**src/rrof_pkg.sv**
```systemverilog
// Function
// - dual rail: each negative line pulse drives the negative output high one period
// - dual rail: negative data only on negative output, positive only on positive output
// - single rail: negative output flags code violation or excess zeros, one period minimum
// - negative or violation output changes only at the recovered clock active edge
// - recovered clock output provided; both data outputs launched at its active edge
// - single rail: violation flag updated at recovered clock edge, aligned with data
// - tip above ring is a positive pulse; ring above tip is a negative pulse
// - dual rail: each positive line pulse drives the positive output high one period
// - single rail: all recovered data appears on the positive output alone
`default_nettype none
package rrof_pkg;
  // core clock and recovered clock timing
  localparam int CORE_CLK_PERIOD_NS = 100;
  localparam int RECOV_PERIOD_NS    = 800;
  localparam int RECOV_PERIOD_CYC   = (RECOV_PERIOD_NS / CORE_CLK_PERIOD_NS < 2) ? 2 :
                                      RECOV_PERIOD_NS / CORE_CLK_PERIOD_NS;
  localparam int RECOV_HIGH_CYC     = RECOV_PERIOD_CYC / 2;
  // buffered word layout
  localparam int WORD_W             = 2;
  localparam int POS_BIT            = 1;
  localparam int NEG_BIT            = 0;
  localparam int FIFO_DEPTH         = 4;
  // zeros in a row that count as an excess zeros event
  localparam int ZERO_LIMIT         = 3;
  // synchroniser layout and reset values
  localparam int SYNC_W             = 4;
  localparam int SYNC_CLK           = 3;
  localparam int SYNC_PLUS          = 2;
  localparam int SYNC_MINUS         = 1;
  localparam int SYNC_MODE          = 0;
  localparam logic [SYNC_W-1:0] SYNC_RESET = 4'h0;
endpackage
`default_nettype wire

```
**src/rrof_sync.sv**
```systemverilog
`timescale 1ns/100ps
`default_nettype none
module rrof_sync #(
  parameter int WIDTH = rrof_pkg::SYNC_W
) (
  // clock and reset
  input  wire logic             core_clk,
  input  wire logic             rst_n,
  // asynchronous levels in, synchronised levels out
  input  wire logic [WIDTH-1:0] asyncIn,
  output logic      [WIDTH-1:0] syncOut
);
  logic [WIDTH-1:0] meta_q;
  logic [WIDTH-1:0] sync_q;

  // two flip-flop synchroniser; the first stage feeds only the second
  always_ff @(posedge core_clk or negedge rst_n) begin
    if (!rst_n) begin
      meta_q <= '0;
      sync_q <= '0;
    end else begin
      meta_q <= asyncIn;
      sync_q <= meta_q;
    end
  end

  assign syncOut = sync_q;
endmodule
`default_nettype wire

```
**src/rrof_fifo.sv**
```systemverilog
`timescale 1ns/100ps
`default_nettype none
module rrof_fifo #(
  parameter int WIDTH = rrof_pkg::WORD_W,
  parameter int DEPTH = rrof_pkg::FIFO_DEPTH
) (
  // clock and reset
  input  wire logic             core_clk,
  input  wire logic             rst_n,
  // filling side
  input  wire logic             inValid,
  output logic                  inReady,
  input  wire logic [WIDTH-1:0] inData,
  // draining side
  output logic                  outValid,
  input  wire logic             outReady,
  output logic      [WIDTH-1:0] outData
);
  localparam int AW = (DEPTH < 2) ? 1 : $clog2(DEPTH);

  logic [WIDTH-1:0] mem [DEPTH];
  logic [AW:0]      wrPtr_q;
  logic [AW:0]      wrPtr_d;
  logic [AW:0]      rdPtr_q;
  logic [AW:0]      rdPtr_d;
  logic             full;
  logic             empty;
  logic             push;
  logic             pop;

  // flags and pointer advance; depth is a power of two
  always_comb begin
    full    = (wrPtr_q[AW] != rdPtr_q[AW]) && (wrPtr_q[AW-1:0] == rdPtr_q[AW-1:0]);
    empty   = (wrPtr_q == rdPtr_q);
    push    = inValid && !full;
    pop     = outReady && !empty;
    wrPtr_d = wrPtr_q + {{AW{1'b0}}, push};
    rdPtr_d = rdPtr_q + {{AW{1'b0}}, pop};
  end

  // pointer registers
  always_ff @(posedge core_clk or negedge rst_n) begin
    if (!rst_n) begin
      wrPtr_q <= '0;
      rdPtr_q <= '0;
    end else begin
      wrPtr_q <= wrPtr_d;
      rdPtr_q <= rdPtr_d;
    end
  end

  // storage, written only on an accepted push
  always_ff @(posedge core_clk) begin
    if (push) begin
      mem[wrPtr_q[AW-1:0]] <= inData;
    end
  end

  assign inReady  = !full;
  assign outValid = !empty;
  assign outData  = mem[rdPtr_q[AW-1:0]];
endmodule
`default_nettype wire

```
**src/rrof_formatter.sv**
```systemverilog
`timescale 1ns/100ps
`default_nettype none
module rrof_formatter #(
  parameter int PERIOD_CYC = rrof_pkg::RECOV_PERIOD_CYC,
  parameter int HIGH_CYC   = rrof_pkg::RECOV_HIGH_CYC,
  parameter int ZERO_LIMIT = rrof_pkg::ZERO_LIMIT,
  parameter int FIFO_DEPTH = rrof_pkg::FIFO_DEPTH
) (
  // clock and reset
  input  wire logic core_clk,
  input  wire logic rst_n,
  // line side, from the slicer behind the transformer
  input  wire logic lineClkIn,
  input  wire logic line_in_plus,
  input  wire logic line_in_minus,
  // configuration
  input  wire logic singleRailMode,
  // system side, toward the framer
  output logic      recovered_clock_out,
  output logic      rx_pos_data,
  output logic      rx_neg_or_violation,
  // status
  output logic      overrun
);
  localparam int CW = $clog2(PERIOD_CYC + 1);
  localparam int ZW = $clog2(ZERO_LIMIT + 1);
  localparam logic [CW-1:0] LAST_CNT = CW'(PERIOD_CYC - 1);
  localparam logic [CW-1:0] HIGH_CNT = CW'(HIGH_CYC);
  localparam logic [ZW-1:0] ZERO_LAST = ZW'(ZERO_LIMIT - 1);

  logic [rrof_pkg::SYNC_W-1:0] syncLvl;
  logic                        lineClkS;
  logic                        plusS;
  logic                        minusS;
  logic                        singleS;

  // line clock, line levels and mode all come from outside this clock domain
  rrof_sync #(
    .WIDTH (rrof_pkg::SYNC_W)
  ) u_sync (
    .core_clk (core_clk),
    .rst_n    (rst_n),
    .asyncIn  ({lineClkIn, line_in_plus, line_in_minus, singleRailMode}),
    .syncOut  (syncLvl)
  );

  assign lineClkS = syncLvl[rrof_pkg::SYNC_CLK];
  assign plusS    = syncLvl[rrof_pkg::SYNC_PLUS];
  assign minusS   = syncLvl[rrof_pkg::SYNC_MINUS];
  // dual after reset
  // the synchroniser clears to zero, so a fresh reset always starts in dual rail
  assign singleS  = syncLvl[rrof_pkg::SYNC_MODE];

  // line sampling and decoding
  logic                          lineClkPrev_q;
  logic                          lineClkPrev_d;
  logic                          hadPulse_q;
  logic                          hadPulse_d;
  logic                          lastPos_q;
  logic                          lastPos_d;
  logic [ZW-1:0]                 zeroCnt_q;
  logic [ZW-1:0]                 zeroCnt_d;
  logic                          pendValid_q;
  logic                          pendValid_d;
  logic [rrof_pkg::WORD_W-1:0]   pendWord_q;
  logic [rrof_pkg::WORD_W-1:0]   pendWord_d;
  logic                          overrun_q;
  logic                          overrun_d;
  logic                          lineEdge;
  logic                          pulsePos;
  logic                          pulseNeg;
  logic                          pulseAny;
  logic                          code_violation;
  logic                          excess_zeros_event;
  logic [rrof_pkg::WORD_W-1:0]   word;
  logic                          fifoInReady;
  logic                          fifoOutValid;
  logic [rrof_pkg::WORD_W-1:0]   fifoOutData;
  logic                          launch;

  // classify the bit cell and build the buffered word
  always_comb begin
    lineEdge    = lineClkS && !lineClkPrev_q;
    pulsePos    = plusS && !minusS;
    pulseNeg    = minusS && !plusS;
    pulseAny    = pulsePos || pulseNeg;
    code_violation     = pulseAny && hadPulse_q && (pulsePos == lastPos_q);
    excess_zeros_event = !pulseAny && (zeroCnt_q == ZERO_LAST);
    word        = '0;
    if (singleS) begin
      word[rrof_pkg::POS_BIT] = pulseAny;
      word[rrof_pkg::NEG_BIT] = code_violation || excess_zeros_event;
    end else begin
      word[rrof_pkg::POS_BIT] = pulsePos;
      word[rrof_pkg::NEG_BIT] = pulseNeg;
    end
    lineClkPrev_d = lineClkS;
    hadPulse_d    = hadPulse_q;
    lastPos_d     = lastPos_q;
    zeroCnt_d     = zeroCnt_q;
    pendValid_d   = pendValid_q && !fifoInReady;
    pendWord_d    = pendWord_q;
    overrun_d     = overrun_q;
    if (lineEdge) begin
      if (pulseAny) begin
        hadPulse_d = 1'b1;
        lastPos_d  = pulsePos;
        zeroCnt_d  = '0;
      end else if (zeroCnt_q != ZERO_LAST) begin
        zeroCnt_d = zeroCnt_q + ZW'(1);
      end else begin
        zeroCnt_d = '0;
      end
      // a word still waiting on back-pressure is replaced and flagged
      if (pendValid_d) begin
        overrun_d = 1'b1;
      end
      pendValid_d = 1'b1;
      pendWord_d  = word;
    end
  end

  // sampling registers
  always_ff @(posedge core_clk or negedge rst_n) begin
    if (!rst_n) begin
      lineClkPrev_q <= 1'b0;
      hadPulse_q    <= 1'b0;
      lastPos_q     <= 1'b0;
      zeroCnt_q     <= '0;
      pendValid_q   <= 1'b0;
      pendWord_q    <= '0;
      overrun_q     <= 1'b0;
    end else begin
      lineClkPrev_q <= lineClkPrev_d;
      hadPulse_q    <= hadPulse_d;
      lastPos_q     <= lastPos_d;
      zeroCnt_q     <= zeroCnt_d;
      pendValid_q   <= pendValid_d;
      pendWord_q    <= pendWord_d;
      overrun_q     <= overrun_d;
    end
  end

  // elastic buffer between line sampling and recovered clock launch
  rrof_fifo #(
    .WIDTH (rrof_pkg::WORD_W),
    .DEPTH (FIFO_DEPTH)
  ) u_fifo (
    .core_clk (core_clk),
    .rst_n    (rst_n),
    .inValid  (pendValid_q),
    .inReady  (fifoInReady),
    .inData   (pendWord_q),
    .outValid (fifoOutValid),
    .outReady (launch),
    .outData  (fifoOutData)
  );

  // recovered clock and output launch
  logic [CW-1:0] divCnt_q;
  logic [CW-1:0] divCnt_d;
  logic          clkOut_q;
  logic          clkOut_d;
  logic          rx_pos_data_q;
  logic          rx_pos_data_d;
  logic          rxNeg_q;
  logic          rxNeg_d;

  // divider makes the clock; rising edge and data launch share one core edge
  always_comb begin
    launch   = (divCnt_q == LAST_CNT);
    divCnt_d = launch ? '0 : divCnt_q + CW'(1);
    // recovered clock out
    // the rise is tied to launch, so no bare rise follows reset
    clkOut_d = launch || (clkOut_q && (divCnt_d < HIGH_CNT));
    rx_pos_data_d  = rx_pos_data_q;
    rxNeg_d  = rxNeg_q;
    if (launch) begin
      rx_pos_data_d = fifoOutValid && fifoOutData[rrof_pkg::POS_BIT];
      rxNeg_d = fifoOutValid && fifoOutData[rrof_pkg::NEG_BIT];
    end
  end

  // output registers
  always_ff @(posedge core_clk or negedge rst_n) begin
    if (!rst_n) begin
      divCnt_q <= '0;
      clkOut_q <= 1'b0;
      rx_pos_data_q  <= 1'b0;
      rxNeg_q  <= 1'b0;
    end else begin
      divCnt_q <= divCnt_d;
      clkOut_q <= clkOut_d;
      rx_pos_data_q  <= rx_pos_data_d;
      rxNeg_q  <= rxNeg_d;
    end
  end

  assign recovered_clock_out = clkOut_q;
  assign rx_pos_data         = rx_pos_data_q;
  assign rx_neg_or_violation = rxNeg_q;
  assign overrun             = overrun_q;
endmodule
`default_nettype wire

```
**config.mk**
```make
export PLATFORM = sky130hd
export DESIGN_NAME = rrof_formatter
export DESIGN_NICKNAME = d
export VERILOG_FILES = /design/src/rrof_pkg.sv /design/src/rrof_sync.sv /design/src/rrof_fifo.sv /design/src/rrof_formatter.sv
export SDC_FILE = /design/constraint.sdc
export NUM_CORES = 1
export LEC_CHECK = 0
export ABC_CLOCK_PERIOD_IN_PS = 2570
export BUFFER_PORTS_ARGS = -buffer_cell sky130_fd_sc_hd__buf_2
export CORE_AREA = 5 5 57 59
export DETAILED_ROUTE_END_ITERATION = 8
export DIE_AREA = 0 0 62 64
export PLACE_DENSITY = 0.75
export SLEW_MARGIN = 0
export SYNTH_ARGS = -nofsm -noshare
export SYNTH_HDL_FRONTEND = slang
export SYNTH_SLANG_ARGS = --single-unit
```
**constraint.sdc**
```tcl
create_clock -name core_clk -period 2.57 [get_ports core_clk]
set_clock_uncertainty 0.2 [all_clocks]
set_input_delay 0.3855 -clock core_clk [delete_from_list [all_inputs] [get_ports core_clk]]
set_output_delay 0.3855 -clock core_clk [all_outputs]
set_load 0.01 [all_outputs]
```
==> impl_metrics.toml <==
[status]
run_status = "finished clean"

[hold_path]
worst_hold_path_startpoint = "u_sync.meta_q[1]$_DFF_PN0_"
hold_depth = 0
holdPathEnd = "u_sync.syncOut[1]$_DFF_PN0_"
min-delay-path-class = "flop to flop"

[power]
pwr-share-comb_pct = 18.3
power.sequential.fraction_pct = 51.2
internal_power_w = 0.00120
totalPowerFinal_w = 0.00164
p_leak_nw = 0.801
clockPowerShare_pct = 30.5
power.share.switching_pct = 27.2
switchingPower_w = 0.000447
irDropWorstVdd_mv = 0.692
power.density_cell_area_nw_per_um2 = 960

[clock_network]
hold_buffers = 5
clock_sink_count = 38
cts_buffers = 5
clk_root_buffer_cell = "sky130_fd_sc_hd__clkbuf_4"
htree_levels = 2
clk_transition_reported_paths_ns = 0.11
cts_tree = "done"
clock_insertion_delay_worst_skew_ns = 0.34
post_cts_resize_count = 0
post_cts.repair.setup_buffers = 0
clock_path_buffers = 2

[floorplanning]
fp.coreArea_um2 = 2660
io_pins = 10
die_width_um = 62
floorplan.rows = 19
die_area_um2 = 3970
start_util_pct = 55.4
die-height_um = 64

[worst_setup_path]
critical_path.max_fanout = 6
cp-startpoint = "u_fifo.wrPtr_q[0]$_DFF_PN0_"
r2r_slack_ns = 0.59
worst_setup_path_start_kind = "flop"
type_of_the_setup_path_with_the_least_slack = "flop to flop"
timing.critical_path.arrival_ns = 2.01
slowest_delay_ns = 0.45
r2r-end = "u_fifo.wrPtr_q[2]$_DFF_PN0_"
crit_path_top_delay_cell = "sky130_fd_sc_hd__dfrtp_1"
cp_cell_sequence = "xor2_1 -> o31ai_2 -> inv_1 -> ha_1 -> ha_1 -> xor2_1"
worst_setup_path_end_kind = "flop"
worstPathRequired_ns = 2.60
cp_top_family = "flip-flops"
critical_path.reg2reg.startpoint = "u_fifo.wrPtr_q[0]$_DFF_PN0_"
path_buf_inv = 1
timing.reg2reg.worst_path_depth = 6

[route]
post_drt_wl_per_cell_um = 14.3
first_iter_violations = 30
drc = 0
routed_vias_inst = 5.34
vias = 795
drt-pass1-iter-count = 4
route.final.wire_length_um = 2140
postRouteAntennaNets = 0

[final_layout]
postLayoutCoreUtil_pct = 64.3
final_net_count = 130
n_antenna_cell = 0
post_route_cells_drive_above_1_share_pct = 19.5
fill_cells = 191
flow.area_growth_from_synthesis_pct = 16.0

[logic_synthesis]
synth_edf_count = 8
synth.most_common_cell = "sky130_fd_sc_hd__dfrtp_1"
ys_ff_latch = 38
post_synthesis_net_count = 110
synth_flop_cell = "sky130_fd_sc_hd__dfrtp_1"
avgSynthCellArea_um2 = 15.2
post-synth-top-area-fraction_pct = 50.9
yosys-top-cells-area = "sky130_fd_sc_hd__dfrtp_1 51%, sky130_fd_sc_hd__edfxtp_1 16%, sky130_fd_sc_hd__ha_1 5.9%, sky130_fd_sc_hd__xor2_1 4.2%, sky130_fd_sc_hd__mux4_1 3.6%"
synth_async_sr_flop_share_pct = 78.9
synthesis.area_um2 = 1480
syn-instance-count = 97
synth_commonest_cells = "30 x sky130_fd_sc_hd__dfrtp_1, 8 x sky130_fd_sc_hd__edfxtp_1, 7 x sky130_fd_sc_hd__ha_1, 7 x sky130_fd_sc_hd__xor2_1, 6 x sky130_fd_sc_hd__inv_1"
synth.distinct_cells = 28
post-synth-top-area-cell = "sky130_fd_sc_hd__dfrtp_1"
synth.yosys.seq_area_share_pct = 67.2
yosysWarningCount = 0

[grt]
first_global_vias = 832
grt_start_max_net_pins = 31
number_of_antenna_violations_at_the_first_check_in_global_routing = 0
gr_util_all_layers_pct = 13.3
grt_remaining_overflow = 0
grt_first_pass_wirelength_um = 3730

[sta]
finalHoldViolCount = 0
timing.max_slew.rel_slack_pct = 57.0
finalMaxSlewViolations = 0
rsz0062_at_grt = "false"
layout_worst_path_cycle_share_pct = 77.1
final.setup.tns_ns = 0
min_period_ns = 1.98
fmaxAchievable_mhz = 505
final_critical_path_setup_slack_ns = 0.590
worst_pin_slew_ns = 0.645
setup_violators_final = 0

[place]
io_buffers = 9
place_congestion = 0.779
dp_worst_setup_slack_ns = 0.626
hpwlAfterDp_um = 1500

[run]
max-cap-violations = 0
-- per-layer routing --
metal | GRT usage, % | share of wire (%) | up-vias
li1 | - | - | 384
met1 | 14.1 | 40 | 392
met2 | 22.8 | 54 | 14
met3 | 5.43 | 4.0 | 5
met4 | 4.77 | 2.0 | 0
met5 | 0 | 0 | -
-- worst max path at each step --
| stage | to | slack, ns | cells past startpoint |
|---|---|---|---|
| floorplan | u_fifo.wrPtr_q[2]$_DFF_PN0_ | 0.74 | 6 |
| global placement | u_fifo.wrPtr_q[2]$_DFF_PN0_ | 0.69 | 6 |
| detailed placement | u_fifo.wrPtr_q[2]$_DFF_PN0_ | 0.63 | 6 |
| CTS | u_fifo.wrPtr_q[2]$_DFF_PN0_ | 0.60 | 6 |
| global route | u_fifo.wrPtr_q[2]$_DFF_PN0_ | 0.50 | 6 |
| finish | u_fifo.wrPtr_q[2]$_DFF_PN0_ | 0.59 | 6 |
-- logic make-up (layout without fill, tap and decap cells) --
family	count (synthesis)	count (layout)	synth area share (%)
AO/OA/AOI/OAI	13	13	6.96
XOR/XNOR	8	8	4.75
adder cells (fa/ha/maj)	7	7	5.94
buffers and inverters	7	28	1.78
flip-flops	38	38	67.2
multiplexers	6	6	6.79
AND/OR/NAND/NOR	18	18	6.61
-- metrics by stage --
| step | area, µm² | instances | hold WS, ns |
|---|---|---|---|
| finish | 1710 | 149 | 0.166 |
| global route | 1710 | 149 | 0.190 |
| CTS | 1710 | 149 | 0.172 |
| detailed placement | 1560 | 136 | 0.138 |
| global placement | 1560 | 136 | 0.133 |
| floorplan | 1480 | 97 | -0.110 |
-- power groups by stage --
stage,Combinational (W),Sequential [W],Clock [W]
final,0.000300,0.000841,0.000501
after floorplan,0.000217,0.000844,0
after global routing,0.000340,0.000860,0.000543
after detailed placement,0.000298,0.000857,0
after CTS,0.000304,0.000844,0.000513
after global placement,0.000288,0.000849,0
-- cell usage in the layout, fill, tap and decap left out, drive strengths merged, types with 2 or more instances in the layout --
| master | count |
|---|---|
| dlygate4sd3 | 5 |
| bufinv | 2 |
| ha | 7 |
| inv | 6 |
| o21ai | 4 |
| nand3b | 2 |
| nor3b | 2 |
| clkbuf | 5 |
| o31ai | 2 |
| mux4 | 2 |
| nand2 | 3 |
| mux2 | 3 |
| xor2 | 7 |
| a22o | 3 |
| nor3 | 3 |
| edfxtp | 8 |
| dfrtp | 30 |
| nor2 | 4 |
| buf | 9 |
-- cell type report --
cell class                      count  area, µm²  share of cell area, %
Tap cell                           31       38.8                   2.27
Sequential cell                    38        991                   57.9
Inverter                            6       22.5                   1.32
Timing Repair Buffer               14       95.1                   5.56
Clock buffer                        5       37.5                   2.19
Clock inverter                      3       68.8                   4.02
Multi-Input combinational cell     52        458                   26.8
-- state kept, by name, summed over array words and instances, names as in the netlist, 2 cells and up --
| signal | count |
|---|---|
| zeroCnt_q | 2 |
| u_fifo.mem | 8 |
| u_fifo.rdPtr_q | 3 |
| u_fifo.wrPtr_q | 3 |
| divCnt_q | 4 |
| u_sync.meta_q | 4 |
| u_sync.syncOut | 4 |
| pendWord_q | 2 |
(Power assumes the default switching activity.)
